File: src/fpe_pkg.sv
// flow pulse emitter: shared constants and the emitter state encoding.
// assumes a single 125 MHz clock; every time below is in its own unit.
package fpe_pkg;

   // clock rate and derived millisecond divider
   localparam int CLOCK_HZ      = 125_000_000;
   localparam int MS_PER_S      = 1000;
   localparam int MS_CYCLES_DEF = CLOCK_HZ / MS_PER_S;

   // schedule, in milliseconds
   localparam int PERIOD_MS      = 1000;
   localparam int TEST_MEAS_MS   = 125;
   localparam int PULSE_HIGH_MS  = 3;
   localparam int PULSE_LOW_MS   = 2;
   localparam int BURST_PAUSE_MS = 30;

   // start-up settling time, in seconds
   localparam int SETTLE_S = 16;

   // calculator line: low times in milliseconds
   localparam int TEST_ENTRY_MS = 200;
   localparam int CMD_MIN_MS    = 5;
   localparam int LOW_SAT_MS    = 255;

   // pulse arithmetic: flow in ml/s times meter factor x10 gives units
   localparam int MAX_PULSES    = 125;
   localparam int BURST_LEN     = 16;
   localparam int PULSE_UNITS   = 10000;
   localparam int SAT_UNITS     = MAX_PULSES * PULSE_UNITS;
   localparam int HIST_DEPTH    = 8;
   localparam int HIST_SHIFT    = 3;

   // defaults of the top-level parameters
   localparam int FACTOR_X10_DEF = 1000;
   localparam int CUTOFF_ML_DEF  = 1;

   typedef enum logic [1:0] {
      FPE_IDLE,
      FPE_HIGH,
      FPE_LOW,
      FPE_PAUSE
   } fpe_emit_t;

endpackage

File: src/fpe_flow_pulse_emitter.sv
// flow pulse emitter: averages flow samples, emits flow-proportional
// pulse bursts once a second, and obeys test mode and start/stop on the
// calculator line. flow_ml comes from logic on the same clock; line_in is
// an outside pin and is synchronised first.
`timescale 1ns/1ns
`default_nettype none

module fpe_flow_pulse_emitter #(
   parameter int MS_CYCLES  = fpe_pkg::MS_CYCLES_DEF,
   parameter int FACTOR_X10 = fpe_pkg::FACTOR_X10_DEF,
   parameter int CUTOFF_ML  = fpe_pkg::CUTOFF_ML_DEF
) (
   // clock and reset
   input  wire logic               clock,
   input  wire logic               sys_rst,
   // flow measurement, ml per second, signed
   input  wire logic signed [15:0] flow_ml,
   // calculator signal line
   input  wire logic               line_in,
   // pulse output and status
   output logic                    pulse_out,
   output logic                    test_mode,
   output logic                    acc_run,
   output logic                    settled,
   output logic [23:0]             acc_pulses
);

   typedef struct packed {
      logic [16:0]            ms_div;
      logic [9:0]             ms_in_sec;
      logic [6:0]             ms_in_meas;
      logic [7:0][15:0]       hist;
      logic [31:0]            acc;
      logic [6:0]             pend;
      logic [4:0]             ph;
      logic [4:0]             burst;
      fpe_pkg::fpe_emit_t     emit;
      logic                   pulse;
      logic                   line_s1;
      logic                   line_s2;
      logic [7:0]             low_ms;
      logic                   test_mode;
      logic                   run;
      logic                   first_done;
      logic [4:0]             up_sec;
      logic                   settled;
      logic [23:0]            total;
   } fpe_state_t;

   localparam logic [16:0] MS_LAST   = 17'(MS_CYCLES - 1);
   localparam logic [9:0]  SEC_LAST  = 10'(fpe_pkg::PERIOD_MS - 1);
   localparam logic [6:0]  MEAS_LAST = 7'(fpe_pkg::TEST_MEAS_MS - 1);
   localparam logic [4:0]  HIGH_LAST = 5'(fpe_pkg::PULSE_HIGH_MS - 1);
   localparam logic [4:0]  LOW_LAST  = 5'(fpe_pkg::PULSE_LOW_MS - 1);
   localparam logic [4:0]  PAUSE_LAST = 5'(fpe_pkg::BURST_PAUSE_MS - 1);
   localparam logic [4:0]  BURST_N   = 5'(fpe_pkg::BURST_LEN);
   localparam logic [4:0]  SETTLE_N  = 5'(fpe_pkg::SETTLE_S);
   localparam logic [7:0]  LOW_SAT   = 8'(fpe_pkg::LOW_SAT_MS);
   localparam logic [7:0]  ENTRY_N   = 8'(fpe_pkg::TEST_ENTRY_MS);
   localparam logic [7:0]  CMD_N     = 8'(fpe_pkg::CMD_MIN_MS);
   localparam logic signed [18:0] CUTOFF = 19'(CUTOFF_ML);
   localparam logic [15:0] FACTOR    = 16'(FACTOR_X10);
   localparam logic [32:0] SAT_U     = 33'(fpe_pkg::SAT_UNITS);
   localparam logic [32:0] PULSE_U   = 33'(fpe_pkg::PULSE_UNITS);
   localparam logic [6:0]  MAX_P     = 7'(fpe_pkg::MAX_PULSES);

   fpe_state_t r_reg;
   fpe_state_t r_next;

   logic               ms_tick;
   logic               sec_tick;
   logic               meas_tick;
   logic signed [18:0] hist_sum;
   logic signed [18:0] avg;
   logic [31:0]        inc;
   logic [32:0]        units;
   logic [6:0]         n_pulses;
   logic [32:0]        n_units;

   always_comb begin
      r_next = r_reg;

      // one-millisecond enable from the divider
      ms_tick = (r_reg.ms_div == MS_LAST);
      r_next.ms_div = ms_tick ? '0 : r_reg.ms_div + 17'h1;
      sec_tick = ms_tick && (r_reg.ms_in_sec == SEC_LAST);
      if (ms_tick) begin
         r_next.ms_in_sec  = sec_tick ? '0 : r_reg.ms_in_sec + 10'h1;
         r_next.ms_in_meas = (r_reg.ms_in_meas == MEAS_LAST) ? '0
                           : r_reg.ms_in_meas + 7'h1;
      end
      // test mode samples eight times as often, same arithmetic after
      meas_tick = r_reg.test_mode ? (ms_tick && r_reg.ms_in_meas == MEAS_LAST)
                                  : sec_tick;

      // moving average over the sample history
      hist_sum = '0;
      for (int i = 0; i < fpe_pkg::HIST_DEPTH; i++) begin
         hist_sum = hist_sum + 19'(signed'(r_reg.hist[i]));
      end
      avg = hist_sum >>> fpe_pkg::HIST_SHIFT;
      if (meas_tick) begin
         r_next.hist = {r_reg.hist[6:0], flow_ml};
      end

      // negative and sub-cut-off flow contribute nothing
      inc = (avg >= CUTOFF) ? 32'(avg[15:0]) * 32'(FACTOR) : '0;
      units = 33'(r_reg.acc) + 33'(inc);
      // capping the carry keeps saturation exactly at the maximum rate
      if (units > SAT_U) begin
         units = SAT_U;
      end
      n_pulses = 7'(units / PULSE_U);
      n_units  = 33'(n_pulses) * PULSE_U;

      if (sec_tick) begin
         r_next.acc = 32'(units - n_units);
         r_next.first_done = 1'b1;
         // the very first period has no history yet: it stays silent
         if (r_reg.first_done && (!r_reg.test_mode || r_reg.run)) begin
            r_next.pend = n_pulses;
         end else begin
            r_next.pend = '0;
         end
         if (r_reg.up_sec != SETTLE_N) begin
            r_next.up_sec = r_reg.up_sec + 5'h1;
         end
      end
      r_next.settled = (r_reg.up_sec == SETTLE_N);

      // burst emitter, timed in milliseconds
      unique case (r_reg.emit)
         fpe_pkg::FPE_IDLE: begin
            // wait for a ms tick: first pulse is full width, the second never slips
            if (r_reg.pend != '0 && ms_tick) begin
               r_next.emit  = fpe_pkg::FPE_HIGH;
               r_next.pulse = 1'b1;
               r_next.ph    = '0;
               r_next.burst = '0;
            end
         end
         fpe_pkg::FPE_HIGH: begin
            if (ms_tick) begin
               r_next.ph = r_reg.ph + 5'h1;
               if (r_reg.ph == HIGH_LAST) begin
                  r_next.emit  = fpe_pkg::FPE_LOW;
                  r_next.pulse = 1'b0;
                  r_next.ph    = '0;
                  r_next.pend  = r_reg.pend - 7'h1;
                  r_next.burst = r_reg.burst + 5'h1;
                  if (r_reg.test_mode && r_reg.run) begin
                     r_next.total = r_reg.total + 24'h1;
                  end
               end
            end
         end
         fpe_pkg::FPE_LOW: begin
            if (ms_tick) begin
               r_next.ph = r_reg.ph + 5'h1;
               if (r_reg.ph == LOW_LAST) begin
                  r_next.ph = '0;
                  if (r_reg.pend == '0) begin
                     r_next.emit = fpe_pkg::FPE_IDLE;
                  end else if (r_reg.burst == BURST_N) begin
                     r_next.emit  = fpe_pkg::FPE_PAUSE;
                     r_next.burst = '0;
                  end else begin
                     r_next.emit  = fpe_pkg::FPE_HIGH;
                     r_next.pulse = 1'b1;
                  end
               end
            end
         end
         fpe_pkg::FPE_PAUSE: begin
            if (ms_tick) begin
               r_next.ph = r_reg.ph + 5'h1;
               if (r_reg.ph == PAUSE_LAST) begin
                  r_next.emit  = fpe_pkg::FPE_HIGH;
                  r_next.pulse = 1'b1;
                  r_next.ph    = '0;
               end
            end
         end
      endcase

      // calculator line: idle high, low time selects the command
      r_next.line_s1 = line_in;
      r_next.line_s2 = r_reg.line_s1;
      if (!r_reg.line_s2) begin
         if (ms_tick && r_reg.low_ms != LOW_SAT) begin
            r_next.low_ms = r_reg.low_ms + 8'h1;
         end
      end else begin
         r_next.low_ms = '0;
         if (r_reg.low_ms >= ENTRY_N) begin
            r_next.test_mode = !r_reg.test_mode;
            r_next.run       = 1'b0;
         end else if (r_reg.low_ms >= CMD_N && r_reg.test_mode) begin
            r_next.run = !r_reg.run;
            if (!r_reg.run) begin
               r_next.total = '0;
            end
         end
      end
   end

   always_ff @(posedge clock) begin
      if (sys_rst) begin
         r_reg         <= '0;
         r_reg.emit    <= fpe_pkg::FPE_IDLE;
         r_reg.line_s1 <= 1'b1;
         r_reg.line_s2 <= 1'b1;
      end else begin
         r_reg <= r_next;
      end
   end

   assign pulse_out  = r_reg.pulse;
   assign test_mode  = r_reg.test_mode;
   assign acc_run    = r_reg.run;
   assign settled    = r_reg.settled;
   assign acc_pulses = r_reg.total;

   // checks
   logic [31:0] high_len_reg;
   always_ff @(posedge clock) begin
      if (sys_rst || !r_reg.pulse) begin
         high_len_reg <= '0;
      end else begin
         high_len_reg <= high_len_reg + 32'h1;
      end
   end

   AST_PULSE_WIDTH: assert property (@(posedge clock) disable iff (sys_rst)
      $fell(pulse_out) |-> high_len_reg == 32'(fpe_pkg::PULSE_HIGH_MS * MS_CYCLES))
      else $error("pulse high time wrong");
   AST_IDLE_FIRST: assert property (@(posedge clock) disable iff (sys_rst)
      !r_reg.first_done |-> !pulse_out && r_reg.pend == '0)
      else $error("pulse before first period");
   AST_CLAMP: assert property (@(posedge clock) disable iff (sys_rst)
      sec_tick |=> r_reg.pend <= MAX_P && r_reg.acc < fpe_pkg::PULSE_UNITS)
      else $error("period count not clamped");
   AST_CUTOFF: assert property (@(posedge clock) disable iff (sys_rst)
      (sec_tick && avg < CUTOFF && r_reg.acc == '0) |=> r_reg.pend == '0)
      else $error("pulses below cut-off");
   AST_SAT: assert property (@(posedge clock) disable iff (sys_rst)
      (sec_tick && r_reg.first_done && !r_reg.test_mode && units == SAT_U)
      |=> r_reg.pend == MAX_P)
      else $error("saturation count wrong");
   AST_PAUSE: assert property (@(posedge clock) disable iff (sys_rst)
      $rose(r_reg.emit == fpe_pkg::FPE_PAUSE) |-> !pulse_out && $past(r_reg.burst) == BURST_N)
      else $error("pause without full burst");
   AST_GATE: assert property (@(posedge clock) disable iff (sys_rst)
      (sec_tick && r_reg.test_mode && !r_reg.run) |=> r_reg.pend == '0)
      else $error("pulses while stopped");
   AST_PERIOD: assert property (@(posedge clock) disable iff (sys_rst)
      sec_tick |=> r_reg.ms_in_sec == '0 && r_reg.first_done)
      else $error("period restart wrong");
   AST_SETTLE: assert property (@(posedge clock) disable iff (sys_rst)
      settled |-> r_reg.up_sec == SETTLE_N)
      else $error("settled too early");

endmodule

`default_nettype wire

File: config.mk
export PLATFORM = sky130hd
export DESIGN_NAME = fpe_flow_pulse_emitter
export DESIGN_NICKNAME = d
export VERILOG_FILES = /design/src/fpe_pkg.sv /design/src/fpe_flow_pulse_emitter.sv
export SDC_FILE = /design/constraint.sdc
export NUM_CORES = 1
export LEC_CHECK = 0
export ABC_AREA = 1
export BUFFER_PORTS_ARGS = -buffer_cell sky130_fd_sc_hd__buf_2
export CORE_MARGIN = 8
export CORE_UTILIZATION = 40
export CTS_BUF_LIST = sky130_fd_sc_hd__clkbuf_8
export DETAILED_ROUTE_END_ITERATION = 12
export GPL_TIMING_DRIVEN = 1
export PLACE_DENSITY_LB_ADDON = 0.08
export SLEW_MARGIN = 20
export SYNTH_ARGS = -nofsm -noshare
export SYNTH_HDL_FRONTEND = slang
export SYNTH_SLANG_ARGS = --single-unit
File: constraint.sdc
create_clock -name clock -period 19.3 [get_ports clock]
set_input_delay 0.965 -clock clock [delete_from_list [all_inputs] [get_ports clock]]
set_output_delay 0.965 -clock clock [all_outputs]
set_load 0.01 [all_outputs]
==> qor.csv <==
stage,metric,value,unit
synthesis,register bit total from synthesis,257,
cts,clk root buf,clkbuf_8,
synthesis,share of async-settable or async-resettable flops after synthesis,0,%
detailed_routing,vias,20800,
synthesis,Yosys cell types,53,
critical_path,CP Launch Point,r_reg[146],
critical_path,Critical Path RT,19.79,ns
synthesis,Most used DFF post-synth,dfxtp_1,
critical_path,endpoint class of the critical path,register,
detailed_routing,Routed Antenna Nets,0,
global_route,"Remaining Overflow, GRT",0,
critical_path,Startpoint Class,register,
detailed_routing,routed wirelength normalized by instance count,13.3,µm
final_layout,most frequent cells in the layout,"inv_1 (689), nand2_1 (605), dfxtp_1 (253)",
synthesis,cell count after synthesis,3342,
detailed_routing,iteration count of the initial detailed-routing pass,5,
critical_path,Critical R2R Launch,r_reg[146],
die,Core Rows,88,
critical_path,Most common cell on crit path,nor2_1,
timing,Worst Max-Slew Pin Slew,0.997,ns
synthesis,Syn Area/Cell,6.92,µm²
die,Initial Utilization,40.2,%
global_route,vias in the first global route,19700,
final_layout,Largest register FFs,228,
cts,CTS clock-pin slew for the worst setup and hold paths,0.07,ns
die,Die Y,256,µm
cts,# clock sinks,257,
synthesis,Syn Nets,3690,
timing,fmax,0.0531,GHz
detailed_routing,Residual DRC,0,
global_route,global-route wire length before repair,92600,µm
timing,RSZ-0062 raised after global routing,true,
global_route,initial antenna violation count,1,
critical_path,WP data arrival,19.33,ns
critical_path,R2R Path End,r_reg[92],
timing,max_slew headroom,33.5,%
placed_design,final HPWL from detailed placement,44100,µm
critical_path,worst r2r path cells,122,
timing,Final Hold Vio Count,0,
timing,WHS,0.434,ns
flow_run,max_cap viols,0,
die,DIE AREA,65800,µm²
timing,Finish-stage setup viols,0,
cts,H-tree levels,2,
pwr,leakage,13.4,nW
critical_path,slowest CP cell,fa_1,
timing,final worst-path cycle share,97.6,%
final_layout,fraction of layout cells with a size suffix above 1,16.7,%
critical_path,CP Max Fanout,8,
synthesis,sequential-to-total area share from yosys stat,22.2,%
global_route,largest net degree at the start of global routing,257,
die,Ports,47,
critical_path,CP peak stage delay,0.55,ns
detailed_routing,Initial DRC Count,891,
synthesis,Post-synth EDFFs,0,
critical_path,Worst path depth,122,
final_layout,"leading cell type in the layout, fill and taps excluded",inv_1,
placed_design,Final GP Congestion,0.916,
critical_path,crit path kind,register to register,
cts,CTS tree,done,
die,die width,256,µm
critical_path,R2R setup slack,0.46,ns
placed_design,Inst Count DP,4164,
critical_path,Top Family by Delay on Critical Path,adder cells,
timing,Final Skew,0.0330,ns
cts,CTS Buffer Depth,3,
pwr,Peak VDD IR,43.0,µV
die,Core ar.,57500,µm²
cts,CTS buffer count,47,
synthesis,warnings from Yosys,0,
detailed_routing,vias per std cell,4.82,
final_layout,Syn-to-layout area delta,17.8,%
cts,"Clk Latency, worst-skew pair",0.60,ns
synthesis,"Cell Area, Synth",23100,µm²
global_route,Tot GR Track Use,16.3,%
run_status,status,"complete, no violations",
pwr,power per cell area,41.8,nW/µm²
critical_path,CP bufs+invs,24,
detailed_routing,Post-Route WL,57300,µm
final_layout,Non-Filler Instances,4313,
final_layout,nets,3859,
timing,min cycle time layout,18.84,ns
placed_design,Port Buffers,46,
timing,pins over their slew limit,0,
hold_path,Hold WC Path Type,register to register,
critical_path,Setup crit end,r_reg[92],
==> what timing repair did <==
action                                  4_1_cts  5_1_grt
cloned                                        2        5
pin swaps                                     6      172
endpoints found under the setup margin       11       20
setup buffers                                 6       50
hold buffers                                  0        0
resized for setup                            13      292
==> logic make-up (layout without fill, tap and decap cells) <==
logic type                 after synthesis  in the layout  synth area share (%)
xor gates and xnor gates                86             86                  3.26
DFF                                    257            257                  22.2
adders and majority gates              329            329                  22.9
AOI/OAI and AO/OA                      560            560                  12.9
and+or+nand+nor                       1294           1301                  24.9
buffers and inverters                  816           1014                  13.9
other                                    0              1                     0
==> power by group <==
| group | switching [W] | internal [W] |
|---|---|---|
| sequential | 0.00000269 | 0.000534 |
| clock | 0.000243 | 0.000311 |
| combinational | 0.0000334 | 0.0000152 |
| total | 0.000279 | 0.000860 |
==> cells in the mapped netlist (13+ instances only) <==
cell	count	share of area (%)
ha_1	173	9.4
xor2_1	60	2.3
clkbuf_1	55	0.89
nor2_1	233	3.8
nand2_2	20	0.54
nand3b_1	18	0.58
a21oi_1	271	5.9
o21bai_1	18	0.58
nor3_1	51	1.1
o21ai_1	13	0.28
nand3_1	174	3.8
inv_1	707	11
dfxtp_1	257	22
or2_2	18	0.49
nand4_1	50	1.4
fa_1	156	14
nand2_1	662	11
o21ai_0	211	4.6
buf_4	25	0.81
xnor2_1	26	0.98
inv_2	14	0.23
nor2_2	18	0.49
==> layer usage <==
layer	part of all wire [%]	up-vias	global-route usage, %
met3	2.8	100	1.91
met4	2.4	0	4.68
met1	48	9583	21.7
li1	-	10800	-
met5	0	-	0
met2	47	261	27.6
==> per-stage QoR <==
step                      total power [W]  util (%)  area, µm²  worst slack (ns)  setup TNS [ns]
after floorplan                  0.000583         -      23100              1.34               0
after global placement           0.000596      42.8      24600            0.0983               0
after detailed placement         0.000597      42.8      24600            -0.165           -1.46
after CTS                         0.00117      44.8      25800            0.0209               0
after global routing              0.00119      47.4      27200            -0.860          -10.03
final                             0.00114      47.4      27200             0.460               0
==> final cells by class <==
class | count | area (µm²)
Antenna cell | 1 | 2.50
Clock buffer | 64 | 881
Clock inverter | 21 | 140
Fill cell | 5892 | 30200
Inverter | 724 | 2740
Multi-Input combinational cell | 2276 | 15900
Sequential cell | 257 | 5150
Tap cell | 765 | 957
Timing Repair Buffer | 205 | 1500
==> worst register-to-register path, delay by kind of cell, from the launching register on <==
family / cells / cell delay [ns]
compound gates: 24 / 3.40
xor+xnor: 2 / 0.40
fa+ha+maj: 16 / 6.69
buf+inv: 24 / 1.98
flops: 1 / 0.34
simple gates: 56 / 5.90
==> worst min-delay path by stage <==
stage | to | slack (ns) | startpoint | cells past startpoint
after global placement | r_reg[240] | 0.43 | r_reg[240] | 1
final | r_reg[41] | 0.43 | r_next[41] | 1
after global routing | r_reg[240] | 0.46 | r_reg[240] | 1
after floorplan | r_reg[41] | 0.39 | r_next[41] | 1
after CTS | r_reg[41] | 0.44 | r_next[41] | 1
after detailed placement | r_reg[41] | 0.41 | r_next[41] | 1
No activity file was read; power rests on OpenSTA's default activity.
